<file path="src/logic/pse_consts.svh">
// Purpose: Offsets, field positions and reset values of the global command and id registers
// Assumes: Byte-wide registers addressed by an 8-bit offset
// Notes:   Included by the design modules
`ifndef PSE_CONSTS_SVH
`define PSE_CONSTS_SVH

`define ADDR_INT     8'h00
`define ADDR_MASK    8'h01
`define ADDR_CFG     8'h0a
`define ADDR_CMD     8'h0b
`define ADDR_PART    8'h0c
`define ADDR_FW      8'h0d
`define ADDR_MAKER   8'h0e

`define CMD_INTCLR   7
`define CMD_PINCLR   6
`define CMD_LOWPRI   5
`define CMD_SWRST    4
`define CMD_RSTALL   1
`define CMD_OFFALL   0

`define CFG_INTEN    7

`define SUMM_RST     8'h00
`define MASK_RST     8'h00
`define CFG_RST      8'h80
`define RDATA_RST    8'h00

`endif

</file>
<file path="src/logic/pse_pkg.sv">
// Purpose: Types shared by the command and id register bank
// Assumes: Two four-port halves
// Notes:   Offsets and values live in pse_consts.svh
package pse_pkg;

  typedef logic [7:0]      byte_t;
  typedef logic [1:0][7:0] kinds_t;

  typedef struct packed {
    logic [7:0]      summ;
    logic [1:0][7:0] mask;
    logic [1:0]      pin;
    logic [7:0]      cfg;
    logic [7:0]      rdata;
    logic [7:0]      shed;
  } regs_t;

  typedef struct packed {
    logic rst;
    logic shut;
    logic off;
  } half_t;

endpackage

</file>
<file path="src/logic/cmd_if.sv">
// Purpose: Carries accepted command writes from the register bank to each half
// Assumes: stb is high for one enabled cycle per accepted write
// Notes:   a0 selects the half that the write addresses
`timescale 1ns/1ps
interface cmd_if;
  logic       stb;
  logic       a0;
  logic [7:0] data;

  modport src (output stb, output a0, output data);
  modport dst (input stb, input a0, input data);
endinterface

</file>
<file path="src/logic/global_command_and_id_regs.sv">
// Purpose: Global command register, interrupt summary, mask and id registers of two halves
// Assumes: A decoded register port (strobe, offset, A0, data) from the serial front end
// Notes:   Actions leave as one-cycle pulses; i_ce low freezes all state
`timescale 1ns/1ps
`include "pse_consts.svh"
// Function
// - Command register at 0x0B is write-only; reads return zero.
// - Command bit 7 clears the addressed interrupt summary register.
// - Command bit 6 releases the addressed half's interrupt pin latch, keeping all event flags.
// - Command bit 5 powers off every powered low-priority port.
// - Command bit 4 resets ports and registers of the A0-selected half.
// - Software reset leaves the shared configuration register unchanged.
// - Software reset never resets the controller core; only the reset pin does.
// - Command bit 1 puts all ports of the selected half into shutdown.
// - Command bit 0 turns off all ports of the selected half normally.
// - Registers 0x0C to 0x0E are read-only; writes are ignored.
// - 0x0C returns fixed part code and silicon revision nibbles.
// - 0x0D returns firmware revision as decimal major and minor nibbles.
// - 0x0E returns fixed maker code and device version nibbles.
// - Interrupt pin asserts only for events whose mask bit at 0x01 is set.
module global_command_and_id_regs #(
  parameter logic [3:0] PART_CODE = 4'h9, // Arbitrary value
  parameter logic [3:0] SI_REV    = 4'h3, // Arbitrary value
  parameter logic [7:0] FW_REV    = 8'h12,
  parameter logic [3:0] MAKER     = 4'h7, // Arbitrary value
  parameter logic [3:0] DEV_VER   = 4'h5  // Arbitrary value
) (
  input  wire logic           i_mclk,
  input  wire logic           i_nrst,
  input  wire logic           i_ce,
  input  wire logic           i_a0,
  input  wire logic           i_wr_stb,
  input  wire logic           i_rd_stb,
  input  wire pse_pkg::byte_t i_addr,
  input  wire pse_pkg::byte_t i_wdata,
  output pse_pkg::byte_t      o_rdata,
  input  wire pse_pkg::byte_t i_port_evt,
  input  wire pse_pkg::kinds_t i_evt_kind,
  input  wire pse_pkg::byte_t i_port_on,
  input  wire pse_pkg::byte_t i_port_lowpri,
  output logic                o_int_n,
  output logic [1:0]          o_half_rst,
  output logic [1:0]          o_half_shut,
  output logic [1:0]          o_half_off,
  output pse_pkg::byte_t      o_shed,
  output pse_pkg::byte_t      o_config
);
  import pse_pkg::*;

  localparam regs_t REGS_RST = '{
    summ:  `SUMM_RST,
    mask:  {`MASK_RST, `MASK_RST},
    pin:   2'b00,
    cfg:   `CFG_RST,
    rdata: `RDATA_RST,
    shed:  8'h00
  };

  regs_t      s_r;
  regs_t      s_nxt;
  logic       cmd_wr;
  logic       mask_wr;
  logic       cfg_wr;
  logic [1:0] kind_hit;
  byte_t      shed_cand;
  byte_t      rd_mux;

  cmd_if cmd ();

  assign cmd_wr    = i_wr_stb && (i_addr == `ADDR_CMD);
  assign mask_wr   = i_wr_stb && (i_addr == `ADDR_MASK);
  assign cfg_wr    = i_wr_stb && (i_addr == `ADDR_CFG);
  assign shed_cand = i_port_on & i_port_lowpri;

  assign cmd.stb  = cmd_wr && i_ce;
  assign cmd.a0   = i_a0;
  assign cmd.data = i_wdata;

  for (genvar g = 0; g < 2; g++) begin : g_half
    assign kind_hit[g] = |(i_evt_kind[g] & s_r.mask[g]);
    half_ctrl #(.HALF(1'(g))) u_half (
      .i_mclk (i_mclk),
      .i_nrst (i_nrst),
      .i_ce   (i_ce),
      .cmd    (cmd),
      .o_rst  (o_half_rst[g]),
      .o_shut (o_half_shut[g]),
      .o_off  (o_half_off[g])
    );
  end

  always_comb begin
    unique case (i_addr)
      `ADDR_INT:   rd_mux = {4'h0, (i_a0 ? s_r.summ[7:4] : s_r.summ[3:0])};
      `ADDR_MASK:  rd_mux = s_r.mask[i_a0];
      `ADDR_CFG:   rd_mux = s_r.cfg;
      `ADDR_PART:  rd_mux = {PART_CODE, SI_REV};
      `ADDR_FW:    rd_mux = FW_REV;
      `ADDR_MAKER: rd_mux = {MAKER, DEV_VER};
      default:     rd_mux = 8'h00;
    endcase
  end

  always_comb begin
    s_nxt      = s_r;
    s_nxt.shed = 8'h00;
    if (cmd_wr && i_wdata[`CMD_LOWPRI]) begin
      s_nxt.shed = shed_cand;
    end
    for (int h = 0; h < 2; h++) begin
      // Half reset restores its own registers; the pulse is one cycle after the write
      if (o_half_rst[h]) begin
        s_nxt.summ[h*4 +: 4] = 4'h0;
        s_nxt.mask[h]        = `MASK_RST;
        s_nxt.pin[h]         = 1'b0;
      end
      if (mask_wr && (i_a0 == h[0])) begin
        s_nxt.mask[h] = i_wdata;
      end
      if (cmd_wr && (i_a0 == h[0]) && i_wdata[`CMD_INTCLR]) begin
        s_nxt.summ[h*4 +: 4] = 4'h0;
      end
      if (cmd_wr && (i_a0 == h[0]) && i_wdata[`CMD_PINCLR]) begin
        s_nxt.pin[h] = 1'b0;
      end
      // Set wins over any clear in the same cycle
      s_nxt.summ[h*4 +: 4] = s_nxt.summ[h*4 +: 4] | i_port_evt[h*4 +: 4];
      if (kind_hit[h]) begin
        s_nxt.pin[h] = 1'b1;
      end
    end
    // Shared configuration is untouched by half resets
    if (cfg_wr) begin
      s_nxt.cfg = i_wdata;
    end
    // Id offsets have no write path at all
    if (i_rd_stb) begin
      s_nxt.rdata = rd_mux;
    end
  end

  // Only the reset pin brings the whole bank, shared state included, to defaults
  always_ff @(posedge i_mclk or negedge i_nrst) begin
    if (!i_nrst) begin
      s_r <= REGS_RST;
    end else if (i_ce) begin
      s_r <= s_nxt;
    end
  end

  assign o_rdata  = s_r.rdata;
  assign o_shed   = s_r.shed;
  assign o_config = s_r.cfg;
  assign o_int_n  = !(s_r.cfg[`CFG_INTEN] && (|s_r.pin));

  a_cmd_reads_zero: assert property (@(posedge i_mclk) disable iff (!i_nrst)
    (i_ce && i_rd_stb && (i_addr == `ADDR_CMD)) |=> (o_rdata == 8'h00))
    else $error("command register read not zero");

  a_intclr_clears: assert property (@(posedge i_mclk) disable iff (!i_nrst)
    (i_ce && cmd_wr && !i_a0 && i_wdata[`CMD_INTCLR] && (i_port_evt[3:0] == 4'h0))
    |=> (s_r.summ[3:0] == 4'h0))
    else $error("summary not cleared");

  a_pinclr_drops: assert property (@(posedge i_mclk) disable iff (!i_nrst)
    (i_ce && cmd_wr && i_wdata[`CMD_PINCLR] && !kind_hit[i_a0])
    |=> !s_r.pin[$past(i_a0)])
    else $error("pin latch not released");

  a_pinclr_keeps: assert property (@(posedge i_mclk) disable iff (!i_nrst)
    (i_ce && cmd_wr && i_wdata[`CMD_PINCLR] && !i_wdata[`CMD_INTCLR] && (o_half_rst == 2'b00))
    |=> ((s_r.summ & $past(s_r.summ)) == $past(s_r.summ)))
    else $error("pin release changed event flags");

  a_shed_lowpri: assert property (@(posedge i_mclk) disable iff (!i_nrst)
    (i_ce && cmd_wr && i_wdata[`CMD_LOWPRI]) |=> (o_shed == $past(shed_cand)) ##1 (o_shed == 8'h00
      || $past(i_ce) == 1'b0 || $past(cmd_wr)))
    else $error("low priority shed wrong");

  a_cfg_kept: assert property (@(posedge i_mclk) disable iff (!i_nrst)
    (i_ce && (o_half_rst != 2'b00) && !cfg_wr) |=> $stable(o_config))
    else $error("config changed by half reset");

  a_id_readonly: assert property (@(posedge i_mclk) disable iff (!i_nrst)
    (i_ce && i_wr_stb && (i_addr >= `ADDR_PART) && (i_addr <= `ADDR_MAKER)
      && (o_half_rst == 2'b00)) |=> ($stable(s_r.mask) && $stable(s_r.cfg)))
    else $error("write to id register changed state");

  a_part_read: assert property (@(posedge i_mclk) disable iff (!i_nrst)
    (i_ce && i_rd_stb && (i_addr == `ADDR_PART)) |=> (o_rdata == {PART_CODE, SI_REV}))
    else $error("part register wrong");

  a_fw_read: assert property (@(posedge i_mclk) disable iff (!i_nrst)
    (i_ce && i_rd_stb && (i_addr == `ADDR_FW)) |=> (o_rdata == FW_REV))
    else $error("firmware register wrong");

  a_maker_read: assert property (@(posedge i_mclk) disable iff (!i_nrst)
    (i_ce && i_rd_stb && (i_addr == `ADDR_MAKER)) |=> (o_rdata == {MAKER, DEV_VER}))
    else $error("maker register wrong");

  a_pin_masked: assert property (@(posedge i_mclk) disable iff (!i_nrst)
    $rose(s_r.pin[0]) |-> $past(kind_hit[0]))
    else $error("pin set without masked event");

  a_half_shut: assert property (@(posedge i_mclk) disable iff (!i_nrst)
    (i_ce && cmd_wr && i_a0 && i_wdata[`CMD_RSTALL]) |=> (o_half_shut == 2'b10))
    else $error("shutdown went to wrong half");

  a_half_off: assert property (@(posedge i_mclk) disable iff (!i_nrst)
    (i_ce && cmd_wr && !i_a0 && i_wdata[`CMD_OFFALL]) |=> (o_half_off == 2'b01))
    else $error("power off went to wrong half");

  // Half reset restores half 1's mask unless the host rewrites that mask in the same cycle
  a_half_rst_mask: assert property (@(posedge i_mclk) disable iff (!i_nrst)
    (i_ce && o_half_rst[1] && !(mask_wr && i_a0)) |=> (s_r.mask[1] == `MASK_RST))
    else $error("half reset left mask set");

  a_half_rst_summ: assert property (@(posedge i_mclk) disable iff (!i_nrst)
    (i_ce && o_half_rst[1] && (i_port_evt[7:4] == 4'h0)) |=> (s_r.summ[7:4] == 4'h0))
    else $error("half reset left summary set");

  // Shed is a one-shot: without a written one it stays at zero
  a_shed_idle: assert property (@(posedge i_mclk) disable iff (!i_nrst)
    (i_ce && !(cmd_wr && i_wdata[`CMD_LOWPRI])) |=> (o_shed == 8'h00))
    else $error("shed pulse without command");

endmodule

</file>
<file path="src/logic/half_ctrl.sv">
// Purpose: Turns command writes into one-cycle actions for one four-port half
// Assumes: Commands arrive on cmd_if; i_ce freezes state
// Notes:   Instantiated once per half
`timescale 1ns/1ps
`include "pse_consts.svh"
module half_ctrl #(
  parameter bit HALF = 1'b0
) (
  input  wire logic i_mclk,
  input  wire logic i_nrst,
  input  wire logic i_ce,
  cmd_if.dst        cmd,
  output logic      o_rst,
  output logic      o_shut,
  output logic      o_off
);
  import pse_pkg::*;

  half_t s_r;
  half_t s_nxt;
  logic  hit;

  assign hit = cmd.stb && (cmd.a0 == HALF);

  always_comb begin
    s_nxt      = '0;
    // Each bit is its own one-shot, several may fire together; bits 3:2 do nothing
    s_nxt.rst  = hit && cmd.data[`CMD_SWRST];
    s_nxt.shut = hit && cmd.data[`CMD_RSTALL];
    s_nxt.off  = hit && cmd.data[`CMD_OFFALL];
  end

  always_ff @(posedge i_mclk or negedge i_nrst) begin
    if (!i_nrst) begin
      s_r <= '0;
    end else if (i_ce) begin
      s_r <= s_nxt;
    end
  end

  assign o_rst  = s_r.rst;
  assign o_shut = s_r.shut;
  assign o_off  = s_r.off;

  a_swrst_fires: assert property (@(posedge i_mclk) disable iff (!i_nrst)
    (i_ce && hit && cmd.data[`CMD_SWRST]) |=> o_rst)
    else $error("software reset pulse missing");

  a_rsvd_inert: assert property (@(posedge i_mclk) disable iff (!i_nrst)
    (i_ce && cmd.stb && (cmd.data[1:0] == 2'b00) && (cmd.data[4] == 1'b0))
    |=> (!o_rst && !o_shut && !o_off))
    else $error("action without its command bit");

  a_multi_cmd: assert property (@(posedge i_mclk) disable iff (!i_nrst)
    (i_ce && hit && cmd.data[`CMD_RSTALL] && cmd.data[`CMD_OFFALL]) |=> (o_shut && o_off))
    else $error("combined command lost an action");

endmodule

</file>
<file path="config.mk">
export PLATFORM = sky130hd
export DESIGN_NAME = global_command_and_id_regs
export DESIGN_NICKNAME = d
export VERILOG_FILES = /design/src/logic/pse_pkg.sv /design/src/logic/cmd_if.sv /design/src/logic/global_command_and_id_regs.sv /design/src/logic/half_ctrl.sv
export VERILOG_INCLUDE_DIRS = /design/src /design/src/logic
export SDC_FILE = /design/constraint.sdc
export NUM_CORES = 1
export LEC_CHECK = 0
export ABC_AREA = 1
export BUFFER_PORTS_ARGS = -buffer_cell sky130_fd_sc_hd__buf_4
export CAP_MARGIN = 20
export CELL_PAD_IN_SITES_DETAIL_PLACEMENT = 1
export CELL_PAD_IN_SITES_GLOBAL_PLACEMENT = 1
export CORE_MARGIN = 2
export CORE_UTILIZATION = 33
export DETAILED_ROUTE_END_ITERATION = 10
export GPL_TIMING_DRIVEN = 0
export HOLD_SLACK_MARGIN = 0.1
export MAX_ROUTING_LAYER = met4
export PLACE_DENSITY_LB_ADDON = 0.1
export SLEW_MARGIN = 20
export SYNTH_ARGS = -nofsm -noshare
export SYNTH_HDL_FRONTEND = slang
export SYNTH_SLANG_ARGS = --single-unit
export TNS_END_PERCENT = 100
</file>
<file path="constraint.sdc">
create_clock -name i_mclk -period 1 [get_ports i_mclk]
set_input_delay 0.05 -clock i_mclk [delete_from_list [all_inputs] [get_ports i_mclk]]
set_output_delay 0.05 -clock i_mclk [all_outputs]
set_load 0.03 [all_outputs]
</file>
Yosys cells after proc, flatten, opt, wreduce, memory -nomap -nowiden --
Cells that the tools add are included.
Word-level totals: bits in registers 56, bits in latches 0, bits in writable memories 0, bits in read-only memories 0, output and inout port bits 31, memories kept 0
Cells by class: add/sub/neg operators 0, multipliers 0, divide/modulo/power cells 0, $lt $le $gt $ge 1, eq/ne operators 6, shifts and indexed selects 0, multiplexer cells 19, bitwise logic cells 6, reductions and logical operators 37
Operators by type and width (number):
- $mux W8 | 7
- $pmux W8 S6 | 1
- $eq A8 B4 Y1 const B | 5
- $and A8 B8 Y8 | 3
- $logic_and A1 B1 Y1 | 22
- $mux W4 | 5
- $reduce_or A8 Y1 | 2
- $reduce_and A2 Y1 | 6
- $eq A8 B1 Y1 const B | 1
- $logic_not A8 Y1 | 1
- $or A4 B4 Y4 | 2
- $mux W1 | 6
- $reduce_bool A3 Y1 | 2
- $reduce_bool A2 Y1 | 2
- $lt A1 B2 Y1 const B | 1
- $reduce_or A2 Y1 | 1
- $logic_not A1 Y1 | 1
- $not A1 Y1 | 1

Depth between registers and ports, before layout --
word-level depth 6, gate-level depth with buffers 9, mapped depth without buffers 9

By module --
From an unflattened synthesis, not the netlist that was laid out.
Second synthesis, totals: cells, all modules 402, area, all modules 3194.3 µm²
Modules (own cells, without submodules):
- global_command_and_id_regs | times used 1, cells an instance 367, area an instance 2920.3 µm²
- half_ctrl at g_half[0].u_half | times used 1, cells an instance 21, area an instance 150.1 µm²
- half_ctrl at g_half[1].u_half | times used 1, cells an instance 14, area an instance 123.9 µm²

Worst setup path after synthesis --
Ideal clock, no wire load.
kind reg-to-output, start point register s_r[25] (netlist name), end point output o_int_n, arrival 1053 ps, slack -103 ps, cell stages (with the launch flop) 2, buffers on the path 0, cell sequence dfrtp_1 o21ai_0
On the way: cells in the longest elaborated chain, start to end 3
Ends and longest elaborated chain:
- start, declared | RTL line global_command_and_id_regs.sv:59 | regs_t s_r;
- start signal, assigned | RTL line global_command_and_id_regs.sv:147 | s_r <= s_nxt;
- $reduce_or A2 Y1 | RTL line global_command_and_id_regs.sv:154 | assign o_int_n = !(s_r.cfg[`CFG_INTEN] && (|s_r.pin));
- $logic_and A1 B1 Y1 | RTL line global_command_and_id_regs.sv:154
- $logic_not A1 Y1 | RTL line global_command_and_id_regs.sv:154
- end, declared | RTL line global_command_and_id_regs.sv:41 | output logic o_int_n,
Every way passes these cells.

Worst setup path after layout --
start point register s_r (netlist bit o_config[7]), end point output o_config[7]
RTL lines:
- end, declared | RTL line global_command_and_id_regs.sv:46 | output pse_pkg::byte_t o_config
No word-level cell between the ends.

==> results by group <==
Run status
  – Failing checks: negative setup slack
  – Outcome: finished with violations

STA
  – Fmax: around 850 MHz
  – Max_slew headroom: 50.2%
  – Hold Fails Final Rpt: 0
  – Endpoints failing setup: 11
  – Final slew viol count: 0
  – TNS Setup: -0.606 ns
  – RSZ-0062 raised after global routing: true
  – Worst slew pin tran: approximately 0.75 ns
  – Worst-case clock skew: about 0.011 ns
  – Post-route minimum period: 1.17 ns
  – PnR worst setup slack: -0.174 ns
  – Final period utilization: 117%

Place
  – Port Buf Inserts: 91
  – Dpl hpwl: roughly 7.3 mm
  – DP Area: slightly below 4000 sq um
  – Gpl congestion: between 0.8 and 0.9
  – Placed insts: between 600 and 700

Floorplanning
  – Die H: slightly above 100 um
  – Die area: 10200 sq um
  – Core area: slightly above 9000 sq um
  – Row cnt: 35
  – Top Ports: 93
  – Horiz. Die Dim: between 100 and 150 um
  – Initial Util: approximately 34%

Detailed routing
  – WL final: a little over 10 mm
  – Mean routed wirelength per cell: ~16 um
  – Initial DRC count: 83
  – Routed vias/inst: 4.72
  – Via Count: around 3.1k
  – Drt pass-1 iters: 4
  – Drt drc: 0
  – Final antenna-violating net count: 0

Synthesis
  – Netlist cell types: 23
  – Area contributors post-synth: dfrtp_1 44%, nand2_1 17%, nand3_1 10%
  – Post-synth top area cell: dfrtp_1
  – Cell area after synthesis: between 3000 and 4000 sq um
  – Seq cells post-synth: 56
  – Post-Synth XOR/XNOR Area: 0%
  – Yosys top cell area share: between 40% and 50%
  – Adder-Cell Fraction of Synth Area: 0%
  – Cells after synthesis: 400
  – Yosys warnings: 0
  – Seq/Total Area, Yosys: a little under half
  – Net count after synthesis: about 460
  – Synth Area in Simple Gates: approximately a third
  – Largest family of logic cells by synthesized area: simple AND/OR/NAND/NOR gates
  – Syn Area/Cell: roughly 7.7 sq um
  – Mux contribution to synthesized area: 0%
  – Synth Area in Compound Gates: between 7 and 8%

Worst setup path
  – Crit path kind: flop to output pin
  – Flop2flop setup slack: -0.05 ns
  – CP Capture Type: output pin
  – Crit path max fanout: 3
  – Worst r2r src: s_r[26]
  – CP arrival: about 1.1 ns
  – CP Launch Type: flop
  – Worst R2R Path Depth: 6
  – Worst EP required: between 0.9 and 1 ns
  – R2r endpoint: o_rdata[0]

Clock network
  – H-tree levels: 2
  – Clock tree buffer depth: 2
  – Clk_lat worst skew: 0.32 ns
  – TritonCTS clock tree: built
  – # clock sinks: 56
  – CTS root buffer: clkbuf_8
  – CTS clk-pin slew, worst paths: 0.10 ns
  – CTS Buf Count: 5

Layout
  – Fill cell count: between 1k and 1.5k
  – Layout Nets: 608
  – Finished Layout Cells: about 660
  – Final core occ: 52.5%
  – Area growth from synthesis to layout: 55.8%
  – # diodes: 0
  – Final std cell area, no fill: 4830 sq um
  – Share of layout cells above drive strength 1: a little under two fifths

Job
  – Total of max-cap violations: 0

Min path
  – Hold Path Cell Cnt: 4
  – WHS Endpoint: o_rdata[0]
  – Hold_sp: i_rd_stb
  – Worst min path class: input pin to flop

Global routing
  – Initial antenna violation count: 0
  – Global-route wire length before repair: approximately 17 mm
  – Largest net degree at the start of global routing: 57
  – Vias in the first global route: 3353
  – GRT Resource Usage Total: a little over a fifth
  – GRT overflow: 0

Pwr
  – Maximum vdd ir drop: about 650 uV
  – Pwr/cell area: between 900 and 1000 nW/um^2
  – Pleak: 2.54 nW
==> final cells by class <==
class,count,area [sq um],share of cell area [%]
clock buffers,5,68.8,1.42
plain buffers,17,161,3.34
inverters,31,124,2.56
multi-input cells,271,1430,29.6
flip-flops and latches,56,1400,29.1
well taps,111,139,2.88
repair buffers,164,1480,30.6
clock inverters,3,26.3,0.544
==> cells in the final DEF, fill, tap and decap left out, drive strengths merged <==
master and count:
nand3 63, dfstp 1, o21ai 43, nand2 144
nor2 14, buf 138, inv 31, nand4 7
clkinv 3, dfrtp 55, clkbuf 8, dlygate4sd3 40
==> logic make-up after synthesis <==
kind of cell	Yosys count
AOI/OAI and AO/OA	43
and+or+nand+nor	228
buffers and inverters	73
DFF	56
==> Yosys cell counts <==
cell      number
dfrtp_1       55
nor2_8         1
nand2_2        3
nand2_1      139
o21ai_0       35
nand4_1        5
buf_2          3
o21ai_2        8
inv_1         27
nand2_4        2
nand4_2        1
nand3_1       63
nor2_1        10
buf_4         33
inv_2          3
buf_1          2
nand4_4        1
clkinv_4       1
buf_6          2
nor2_4         2
nor2_2         1
clkbuf_1       2
dfstp_2        1
==> layer usage <==
layer  GRT usage (%)  share of wire, %  up-vias
met1            26.7                45     1473
met4            4.78               1.4        0
met2            36.9                50       73
met3            2.77               3.7       10
met5               -                 0        -
li1                -                 -     1551
==> worst max path at each step <==
stage	end	cells after the start	slack [ns]	from
6_report	o_config[7]	2	-0.17	o_config[7]
5_1_grt	o_config[7]	2	-0.22	o_config[7]
4_1_cts	o_config[7]	2	-0.19	o_config[7]
3_5_place_dp	s_r[47]	9	-0.33	i_addr[7]
3_3_place_gp	s_r[46]	9	-0.30	i_addr[5]
2_1_floorplan	s_r[46]	8	0.01	i_addr[7]
==> flip-flops by register name, indices dropped and copies added (netlist names) <==
name,flops
o_rdata,8
s_r,26
o_config,8
g_half.u_half.o_shut,2
o_shed,8
g_half.u_half.o_rst,2
g_half.u_half.o_off,2
==> power by group <==
part | total, mW | internal [mW] | switching [mW]
Clock | 1.34 | 0.514 | 0.830
Combinational | 0.767 | 0.396 | 0.371
Sequential | 2.37 | 2.32 | 0.0485
==> through the flow <==
stage | setup slack (ns) | total power [mW] | hold WS [ns]
after floorplan | 0.0133 | 2.63 | -0.246
after global placement | -0.300 | 2.97 | 0.162
after detailed placement | -0.330 | 2.99 | 0.166
after CTS | -0.194 | 4.51 | 0.0933
after global routing | -0.216 | 4.71 | 0.128
final | -0.174 | 4.48 | 0.0955
==> worst max-delay path, stage by stage, from the launching register on <==
cell and delay, ns:
dfstp_2 0.59, buf_6 0.11, buf_6 0.12
==> what timing repair did <==
action,CTS,global route
endpoints found under the hold margin,102,0
pin swaps,18,23
gates resized for setup,65,39
hold buffers,40,0
buffers inserted,20,12
endpoints found under the setup margin,59,47
cloned,0,1
Power figures use the tool's default switching activity.
